[config.mk]
export PLATFORM = sky130hd
export DESIGN_NAME = port_strap_debug_config
export DESIGN_NICKNAME = d
export VERILOG_FILES = /design/src/verilog/strap_pkg.sv /design/src/verilog/sync_2ff.sv /design/src/verilog/eeprom_pins.sv /design/src/verilog/port_strap_debug_config.sv
export SDC_FILE = /design/constraint.sdc
export NUM_CORES = 1
export LEC_CHECK = 0
export BUFFER_PORTS_ARGS = -buffer_cell sky130_fd_sc_hd__buf_2
export CORE_ASPECT_RATIO = 2
export CORE_MARGIN = 8
export CORE_UTILIZATION = 23
export DETAILED_ROUTE_END_ITERATION = 6
export GPL_TIMING_DRIVEN = 0
export HOLD_SLACK_MARGIN = 0.15
export PLACE_DENSITY = 0.49
export SETUP_SLACK_MARGIN = 0.3
export SLEW_MARGIN = 0
export SYNTH_ARGS = -nofsm -noshare
export SYNTH_HDL_FRONTEND = slang
export SYNTH_SLANG_ARGS = --single-unit
export TNS_END_PERCENT = 10
[constraint.sdc]
create_clock -name clk -period 1.9 [get_ports clk]
set_input_delay 0.38 -clock clk [delete_from_list [all_inputs] [get_ports clk]]
set_output_delay 0.38 -clock clk [all_outputs]
set_load 0.03 [all_outputs]
[src/verilog/strap_pkg.sv]
// constants for the port strap and debug pin block
package strap_pkg;

  // ************************************************************
  // register offsets (byte addresses)
  // ************************************************************
  localparam logic [7:0] OFS_STRAP_STATUS = 8'h00;
  localparam logic [7:0] OFS_GPIO_OE = 8'h04;
  localparam logic [7:0] OFS_GPIO_OUT = 8'h08;
  localparam logic [7:0] OFS_GPIO_IN = 8'h0C;
  localparam logic [7:0] OFS_CTRL = 8'h10;
  localparam logic [7:0] OFS_SMB_ADDR = 8'h14;
  localparam logic [7:0] OFS_DEBUG_SEL = 8'h18;
  localparam logic [7:0] OFS_PORT_STATUS = 8'h1C;

  // ************************************************************
  // strap status fields
  // ************************************************************
  localparam int ST_PRESENT_LSB = 0;
  localparam int ST_REFCLK = 2;
  localparam int ST_SLOT_LSB = 3;
  localparam int ST_PWR_SAVE = 5;
  localparam int ST_DEBUG = 6;
  localparam int ST_PSO_EN = 7;
  localparam int ST_MFG_TEST = 8;

  // ************************************************************
  // control register fields
  // ************************************************************
  localparam int CT_SMB_EN = 0;
  localparam int CT_EE_ACTIVE = 1;
  localparam int CT_EE_DATA = 2;
  localparam int CT_EE_RELEASE = 3;
  localparam int CT_EE_PIN = 4;
  localparam int CT_EE_CLK = 5;

  // ************************************************************
  // gpio field positions
  // ************************************************************
  localparam int GP_SMB_LSB = 5;
  localparam int GP_DBG_W = 5;

  // ************************************************************
  // reset values
  // ************************************************************
  localparam logic [3:0] CTRL_RESET = 4'h0;
  localparam logic [7:0] GPIO_OE_RESET = 8'h00;
  localparam logic [7:0] GPIO_OUT_RESET = 8'h00;

  // ************************************************************
  // timing
  // ************************************************************
  localparam int CLK_PERIOD_NS = 20;
  localparam int EE_HALF_NS = 5000;
  localparam int EE_HALF_CYC = EE_HALF_NS / CLK_PERIOD_NS;

endpackage

[src/verilog/sync_2ff.sv]
// two flip-flop synchroniser bank
module sync_2ff #(
  parameter int W = 1
) (
  // clock
  input logic clk,
  // asynchronous levels and their synchronised copies
  input logic [W-1:0] async_lvl,
  output logic [W-1:0] sync_lvl
);

  logic [W-1:0] meta_q;

  // ************************************************************
  // two stages, no reset so straps pass during reset
  // ************************************************************
  always_ff @(posedge clk) begin
    meta_q <= async_lvl;
    sync_lvl <= meta_q;
  end

endmodule

[src/verilog/eeprom_pins.sv]
// eeprom clock divider and data pin driver
module eeprom_pins (
  // clock and reset
  input logic clk,
  input logic rstn,
  // control from register file
  input logic active,
  input logic data_bit,
  input logic release_line,
  // pin side
  output logic eeprom_clk,
  output logic sdio_drv,
  output logic sdio_oe_n
);

  localparam logic [15:0] HALF_LAST =
    16'(strap_pkg::EE_HALF_CYC - 1);

  logic [15:0] div_q;

  // ************************************************************
  // clock sourced here, idle low between transfers
  // ************************************************************
  always_ff @(posedge clk) begin
    if (!rstn || !active) begin
      div_q <= 16'h0000;
      eeprom_clk <= 1'b0;
    end else if (div_q == HALF_LAST) begin
      div_q <= 16'h0000;
      eeprom_clk <= ~eeprom_clk;
    end else begin
      div_q <= div_q + 16'h0001;
    end
  end

  // ************************************************************
  // data line driven high unless a transfer uses it
  // ************************************************************
  always_ff @(posedge clk) begin
    if (!rstn) begin
      sdio_drv <= 1'b1;
      sdio_oe_n <= 1'b0;
    end else if (active) begin
      sdio_drv <= data_bit;
      sdio_oe_n <= release_line;
    end else begin
      sdio_drv <= 1'b1;
      sdio_oe_n <= 1'b0;
    end
  end

endmodule

[src/verilog/port_strap_debug_config.sv]
// strap capture, debug pins and gpio control with wishbone registers
//
// Added by the designer: the register addresses and the Wishbone interface to the registers.

// Function
// - presence low means device in slot
// - shared clock strap high reports platform clock
// - slot implemented high means port has slot
// - three port status outputs, one per port
// - eeprom clock is sourced as an output
// - eeprom data bidirectional, idles at one
// - scan enable driven zero in normal use
// - scan enable becomes input in test
// - gpio output enable register sets direction
// - gpio 7 to 5 give smbus address
// - gpio 4 to 0 select debug mode
// - power saving strap high enables saving
// - power saving strap low keeps it off
// - fourth test pin gates status in debug
// - first test pin low enters debug mode
module port_strap_debug_config (
  // clock and reset
  input logic clk,
  input logic rstn,
  // wishbone slave
  input logic wb_cyc,
  input logic wb_stb,
  input logic wb_we,
  input logic [7:0] wb_adr,
  input logic [31:0] wb_dat_w,
  input logic [3:0] wb_sel,
  output logic [31:0] wb_dat_r,
  output logic wb_ack,
  // strap pins
  input logic [2:1] slot_presence_n,
  input logic shared_refclk_sel,
  input logic [2:1] slot_implemented,
  input logic power_saving_strap,
  input logic port_state_out_enable,
  input logic debug_mode_enable_n,
  input logic mfg_test_mode,
  // port status from the switch core
  input logic [2:0] link_status,
  // decoded configuration
  output logic [2:1] device_present,
  output logic refclk_shared,
  output logic [2:1] slot_connected,
  output logic power_saving_en,
  output logic debug_mode,
  output logic [2:0] smbus_addr_low,
  output logic [4:0] debug_select,
  output logic scan_en_sample,
  // port status pins
  output logic [2:0] port_status,
  // eeprom pins
  output logic eeprom_clk,
  input logic eeprom_sdio_pin,
  output logic eeprom_sdio_drv,
  output logic eeprom_sdio_oe_n,
  // full scan enable pin
  input logic scan_en_pin,
  output logic scan_en_drv,
  output logic scan_en_oe_n,
  // general purpose pins
  input logic [7:0] gpio_pin,
  output logic [7:0] gpio_drv,
  output logic [7:0] gpio_oe_n
);

  // ************************************************************
  // functions
  // ************************************************************
  function automatic logic [31:0] byte_word(input logic [7:0] b);
    byte_word = {24'h00_0000, b};
  endfunction

  function automatic logic [7:0] merge_byte(
    input logic [7:0] old_v,
    input logic [7:0] new_v,
    input logic lane
  );
    merge_byte = lane ? new_v : old_v;
  endfunction

  // ************************************************************
  // synchronisers
  // ************************************************************
  logic [8:0] strap_raw;
  logic [8:0] strap_sync;
  logic [9:0] pin_raw;
  logic [9:0] pin_sync;
  logic [7:0] gpio_sync;
  logic sdio_sync;
  logic scan_sync;

  assign strap_raw = {mfg_test_mode, debug_mode_enable_n,
    port_state_out_enable, power_saving_strap, slot_implemented,
    shared_refclk_sel, slot_presence_n};
  assign pin_raw = {scan_en_pin, eeprom_sdio_pin, gpio_pin};

  sync_2ff #(.W(9)) u_strap_sync (
    .clk(clk),
    .async_lvl(strap_raw),
    .sync_lvl(strap_sync)
  );

  sync_2ff #(.W(10)) u_pin_sync (
    .clk(clk),
    .async_lvl(pin_raw),
    .sync_lvl(pin_sync)
  );

  assign gpio_sync = pin_sync[7:0];
  assign sdio_sync = pin_sync[8];
  assign scan_sync = pin_sync[9];

  // ************************************************************
  // strap capture at reset release
  // ************************************************************
  logic captured_q;
  logic [2:1] present_n_q;
  logic refclk_q;
  logic [2:1] slot_impl_q;
  logic power_saving_strap_q;
  logic pso_en_q;
  logic dbg_n_q;
  logic mfg_q;

  always_ff @(posedge clk) begin
    if (!rstn) begin
      captured_q <= 1'b0;
      present_n_q <= 2'b11;
      refclk_q <= 1'b0;
      slot_impl_q <= 2'b00;
      power_saving_strap_q <= 1'b0;
      pso_en_q <= 1'b0;
      dbg_n_q <= 1'b1;
      mfg_q <= 1'b0;
    end else if (!captured_q) begin
      captured_q <= 1'b1;
      present_n_q <= strap_sync[1:0];
      refclk_q <= strap_sync[2];
      slot_impl_q <= strap_sync[4:3];
      power_saving_strap_q <= strap_sync[5];
      pso_en_q <= strap_sync[6];
      dbg_n_q <= strap_sync[7];
      mfg_q <= strap_sync[8];
    end
  end

  // ************************************************************
  // strap decode
  // ************************************************************
  assign device_present = ~present_n_q;
  assign refclk_shared = refclk_q;
  assign slot_connected = slot_impl_q;
  assign power_saving_en = power_saving_strap_q;
  assign debug_mode = captured_q & ~dbg_n_q;

  // ************************************************************
  // control registers
  // ************************************************************
  logic [3:0] ctrl_q;
  logic [7:0] gpio_oe_q;
  logic [7:0] gpio_out_q;
  logic wr_en;
  logic rd_en;

  assign wr_en = wb_cyc & wb_stb & wb_we & ~wb_ack;
  assign rd_en = wb_cyc & wb_stb & ~wb_we & ~wb_ack;

  always_ff @(posedge clk) begin
    if (!rstn) begin
      ctrl_q <= strap_pkg::CTRL_RESET;
    end else if (wr_en && wb_adr == strap_pkg::OFS_CTRL && wb_sel[0]) begin
      ctrl_q <= wb_dat_w[3:0];
    end
  end

  always_ff @(posedge clk) begin
    if (!rstn) begin
      gpio_oe_q <= strap_pkg::GPIO_OE_RESET;
    end else if (wr_en && wb_adr == strap_pkg::OFS_GPIO_OE) begin
      gpio_oe_q <= merge_byte(gpio_oe_q, wb_dat_w[7:0], wb_sel[0]);
    end
  end

  always_ff @(posedge clk) begin
    if (!rstn) begin
      gpio_out_q <= strap_pkg::GPIO_OUT_RESET;
    end else if (wr_en && wb_adr == strap_pkg::OFS_GPIO_OUT) begin
      gpio_out_q <= merge_byte(gpio_out_q, wb_dat_w[7:0], wb_sel[0]);
    end
  end

  // ************************************************************
  // gpio direction and pin reuse
  // ************************************************************
  logic smb_en;
  logic [7:0] pin_mask;

  assign smb_en = ctrl_q[strap_pkg::CT_SMB_EN];

  always_comb begin
    pin_mask = 8'hFF;
    if (smb_en) begin
      pin_mask[7:5] = 3'b000;
    end
    if (debug_mode) begin
      pin_mask[4:0] = 5'b0_0000;
    end
  end

  always_ff @(posedge clk) begin
    if (!rstn) begin
      gpio_drv <= 8'h00;
      gpio_oe_n <= 8'hFF;
    end else begin
      gpio_drv <= gpio_out_q;
      gpio_oe_n <= ~(gpio_oe_q & pin_mask);
    end
  end

  always_ff @(posedge clk) begin
    if (!rstn) begin
      smbus_addr_low <= 3'b000;
    end else if (smb_en) begin
      smbus_addr_low <= gpio_sync[7:5];
    end else begin
      smbus_addr_low <= 3'b000;
    end
  end

  always_ff @(posedge clk) begin
    if (!rstn) begin
      debug_select <= 5'b0_0000;
    end else if (debug_mode) begin
      debug_select <= gpio_sync[4:0];
    end else begin
      debug_select <= 5'b0_0000;
    end
  end

  // ************************************************************
  // port status pins
  // ************************************************************
  always_ff @(posedge clk) begin
    if (!rstn) begin
      port_status <= 3'b000;
    end else if (debug_mode && !pso_en_q) begin
      port_status <= 3'b000;
    end else begin
      port_status <= link_status;
    end
  end

  // ************************************************************
  // full scan enable pin
  // ************************************************************
  always_ff @(posedge clk) begin
    if (!rstn) begin
      scan_en_drv <= 1'b0;
      scan_en_oe_n <= 1'b0;
      scan_en_sample <= 1'b0;
    end else if (mfg_q) begin
      scan_en_drv <= 1'b0;
      scan_en_oe_n <= 1'b1;
      scan_en_sample <= scan_sync;
    end else begin
      scan_en_drv <= 1'b0;
      scan_en_oe_n <= 1'b0;
      scan_en_sample <= 1'b0;
    end
  end

  // ************************************************************
  // eeprom pins
  // ************************************************************
  eeprom_pins u_eeprom (
    .clk(clk),
    .rstn(rstn),
    .active(ctrl_q[strap_pkg::CT_EE_ACTIVE]),
    .data_bit(ctrl_q[strap_pkg::CT_EE_DATA]),
    .release_line(ctrl_q[strap_pkg::CT_EE_RELEASE]),
    .eeprom_clk(eeprom_clk),
    .sdio_drv(eeprom_sdio_drv),
    .sdio_oe_n(eeprom_sdio_oe_n)
  );

  // ************************************************************
  // read mux
  // ************************************************************
  logic [8:0] strap_word;
  logic [5:0] ctrl_word;
  logic [31:0] rd_mux;

  always_comb begin
    strap_word = 9'h000;
    strap_word[strap_pkg::ST_PRESENT_LSB +: 2] = device_present;
    strap_word[strap_pkg::ST_REFCLK] = refclk_shared;
    strap_word[strap_pkg::ST_SLOT_LSB +: 2] = slot_connected;
    strap_word[strap_pkg::ST_PWR_SAVE] = power_saving_en;
    strap_word[strap_pkg::ST_DEBUG] = debug_mode;
    strap_word[strap_pkg::ST_PSO_EN] = pso_en_q;
    strap_word[strap_pkg::ST_MFG_TEST] = mfg_q;
  end

  always_comb begin
    ctrl_word = {2'b00, ctrl_q};
    ctrl_word[strap_pkg::CT_EE_PIN] = sdio_sync;
    ctrl_word[strap_pkg::CT_EE_CLK] = eeprom_clk;
  end

  always_comb begin
    case (wb_adr)
      strap_pkg::OFS_STRAP_STATUS: rd_mux = {23'h00_0000, strap_word};
      strap_pkg::OFS_GPIO_OE: rd_mux = byte_word(gpio_oe_q);
      strap_pkg::OFS_GPIO_OUT: rd_mux = byte_word(gpio_out_q);
      strap_pkg::OFS_GPIO_IN: rd_mux = byte_word(gpio_sync);
      strap_pkg::OFS_CTRL: rd_mux = {26'h000_0000, ctrl_word};
      strap_pkg::OFS_SMB_ADDR: rd_mux = {29'h0000_0000, smbus_addr_low};
      strap_pkg::OFS_DEBUG_SEL: rd_mux = {27'h000_0000, debug_select};
      strap_pkg::OFS_PORT_STATUS: rd_mux = {29'h0000_0000, port_status};
      default: rd_mux = 32'h0000_0000;
    endcase
  end

  // ************************************************************
  // wishbone answer, one wait state
  // ************************************************************
  always_ff @(posedge clk) begin
    if (!rstn) begin
      wb_ack <= 1'b0;
    end else begin
      wb_ack <= wb_cyc & wb_stb & ~wb_ack;
    end
  end

  always_ff @(posedge clk) begin
    if (!rstn) begin
      wb_dat_r <= 32'h0000_0000;
    end else if (rd_en) begin
      wb_dat_r <= rd_mux;
    end
  end

endmodule

==> results.py <==
metrics = {
    "synth": {
        "syn_area_mm2": 0.00439,
        "synth_seq_cells": 126,
        "yosys_warnings": 0,
        "synthArstFlopShare_pct": 0,
        "synth_edf_count": 0,
        "synth_flop_cell": "dfxtp_1",
        "synth_cells": 418,
        "synth.distinct_cells": 42,
        "syn_avg_cell_area_um2": 10.5,
        "ys_seq_area_share_pct": 57.5,
    },
    "placement": {
        "routabilityCongestion": 0.776,
        "io_buffers": 91,
        "place_hpwl_um": 10600,
        "place_inst": 787,
    },
    "clock_network": {
        "h-tree-depth": 4,
        "insertion_delay_ns": 0.42,
        "numClockSinks": 126,
        "cts_buffer_depth": 2,
        "cts_tree": "yes",
        "cts_root_buf": "clkbuf_16",
        "path_clk_slew_ns": 0.06,
        "numCtsBuffers": 17,
    },
    "worst_setup_path": {
        "endpoint_kind": "register",
        "cp_cell_sequence": "nand3_4 > or3_4 > or4_1 > a21oi_1",
        "cp_max_fo": 6,
        "cp_slowest_cell": "or4_1",
        "worstReg2RegEnd": "u_eeprom.div_q[15]",
        "reg2reg_from": "u_eeprom.div_q[3]",
        "critical_path_class": "reg -> reg",
        "critical_path_required_ns": 2.26,
        "slowest_delay_ns": 0.47,
        "r2r_slack_ns": 0.28,
        "ff2ff_path_depth": 4,
        "worst_ep_arrival_time_ns": 1.98,
        "start_kind": "register",
    },
    "floorplanning": {
        "fp.dieArea_mm2": 0.0240,
        "rows": 71,
        "die_h_um": 211,
        "io_pins": 144,
        "start_util_pct": 23.4,
        "die_width_um": 114,
        "core-area_mm2": 0.0187,
    },
    "cells_and_area": {
        "fin_nets": 649,
        "fin_cells": 845,
        "most-common-layout-cells": "dfxtp_1 (117), buf_2 (93), nand2_1 (51)",
        "fill_cells": 1905,
        "drive_above_1_share_pct": 31.9,
        "final_common_cell": "dfxtp_1",
        "area_delta_synth_final_pct": 41.4,
    },
    "drt": {
        "drtAntennaViolNets": 0,
        "routed_wl_um": 13700,
        "wire_per_inst_um": 16.2,
        "first_pass_iters": 4,
        "vias": 3420,
        "drc": 0,
        "first_iter_violations": 138,
        "vias_per_cell": 4.05,
    },
    "flow_run": {
        "maxCapViolations": 0,
    },
    "global_route": {
        "grtUsageMet3_pct": 3.88,
        "antenna_found_initial": 2,
        "grt_max_degree": 17,
        "met2_usage_pct": 21.8,
        "grtUsageTotal_pct": 11.7,
        "grt-ovfl-total": 0,
        "top_usage_layer": "met2",
        "grt_pass1_vias": 3654,
        "grt_pass1_wl_um": 20500,
        "use_met1_pct": 10.1,
    },
    "hold_path": {
        "hold-path-cell-count": 3,
        "min_from": "link_status[2]",
        "hp-class": "in -> reg",
        "whs_endpoint": "port_status[2]",
    },
    "sta": {
        "finalSetupViolations": 0,
        "final_hold_viol_count": 0,
        "finClkSkew_ns": 0.00589,
        "setup_tns_ns": 0,
        "rsz0062_at_grt": "true",
        "clock.fmax_ghz": 0.616,
        "slew_viol_final": 0,
        "post-route-min-period_ns": 1.62,
        "worst_pin_slew_ns": 0.677,
        "relSlewSlack_pct": 54.9,
        "finalCritPeriodShare_pct": 85.4,
    },
    "power_and_ir_drop": {
        "finalPower_mw": 6.54,
        "peakVddDrop_v": 0.000586,
        "power_density_mw_per_mm2": 1050,
        "p_leak_nw": 2.85,
    },
    "outcome": {
        "status": "finished clean",
    },
}
==> area by class of cell <==
class / count / area (um^2) / area share (%)
multi-input cells: 256 / 1670 / 26.9
well taps: 255 / 319 / 5.14
flip-flops and latches: 126 / 2540 / 41.0
plain buffers: 39 / 262 / 4.21
clock buffers: 23 / 498 / 8.02
repair buffers: 116 / 707 / 11.4
clock inverters: 9 / 131 / 2.12
inverters: 20 / 75.1 / 1.21
diodes: 1 / 2.50 / 0.0403
==> registers in the layout (all words and copies together), names as in the netlist, 2 cells and up <==
signal	cells
ctrl_q	4
debug_select	5
gpio_drv	8
gpio_oe_n	8
gpio_oe_q	8
gpio_out_q	8
port_status	3
present_n_q	2
slot_connected	2
smbus_addr_low	3
u_eeprom.div_q	16
u_pin_sync.meta_q	10
u_pin_sync.sync_lvl	10
u_strap_sync.meta_q	9
u_strap_sync.sync_lvl	9
wb_dat_r	9
==> through the flow <==
stage / hold WS, ns / utilization [%] / instance area [um^2] / worst slack (ns)
after global placement: 0.313 / 28.0 / 5250 / -0.134
after detailed placement: 0.312 / 28.0 / 5250 / -0.145
after floorplan: 0.310 / - / 4480 / 0.287
final: 0.179 / 33.1 / 6210 / 0.277
after global routing: 0.184 / 33.1 / 6210 / 0.208
after CTS: 0.164 / 33.0 / 6190 / 0.263
==> repair_timing <==
item,4_1_cts,5_1_grt
hold buffers,20,0
pin swaps,2,1
gates resized for setup,27,4
setup endpoints to repair,21,30
setup buffers,4,1
endpoints found under the hold margin,20,0
==> worst max-delay path: cells and delay by family, from the launching register on <==
kind,cells,cell delay [ns]
AOI/OAI and AO/OA,1,0.15
DFF,1,0.40
and+or+nand+nor,3,1.01
==> power by group <==
group | internal, mW | leakage (nW) | total, mW | switching, mW
Sequential | 2.70 | 1.04 | 2.73 | 0.0310
Clock | 2.23 | 0.301 | 3.40 | 1.16
Combinational | 0.164 | 1.51 | 0.406 | 0.242
==> worst max path at each step <==
| stage | cells after the start | startpoint | endpoint |
|---|---|---|---|
| after floorplan | 4 | u_eeprom.div_q[5] | u_eeprom.div_q[15] |
| after global placement | 5 | wb_adr[2] | ctrl_q[1] |
| after detailed placement | 5 | wb_adr[2] | ctrl_q[0] |
| after CTS | 4 | captured_q | debug_mode |
| after global routing | 4 | u_eeprom.div_q[1] | u_eeprom.div_q[15] |
| final | 4 | u_eeprom.div_q[3] | u_eeprom.div_q[15] |
==> Yosys cell counts, drive strengths merged, types with 3 or more instances <==
cell type,count,area [um^2]
nor2b,6,37.5
nor4,5,37.5
clkbuf,11,41.3
xnor2,9,78.8
nor2,35,131
dfxtp,126,2520
inv,20,75.1
mux4,6,135
o21ai,12,60.1
nand3,9,62.6
mux2i,35,350
and3,12,76.3
nor3,5,25.0
xor2,5,43.8
a21oi,10,50.1
nand3b,3,22.5
nand4,6,52.6
nand2,53,199
buf,28,200
==> per-layer routing <==
metal  vias to the layer above  part of all wire, %
met5                         -                0.088
met4                         2                  4.1
met3                        31                  6.2
met2                       107                   55
met1                      1608                   35
li1                       1672                    -
==> logic make-up (layout without fill, tap and decap cells) <==
family,count (synthesis),count (layout),synth area share (%)
AOI/OAI and AO/OA,27,27,3.36
xor gates and xnor gates,14,14,2.79
adders and majority gates,2,2,0.570
buffers and inverters,59,207,7.21
DFF,126,126,57.5
muxes,43,43,11.6
other,1,25,0.0854
and+or+nand+nor,146,146,17.0
Power figures use the tool's default switching activity.
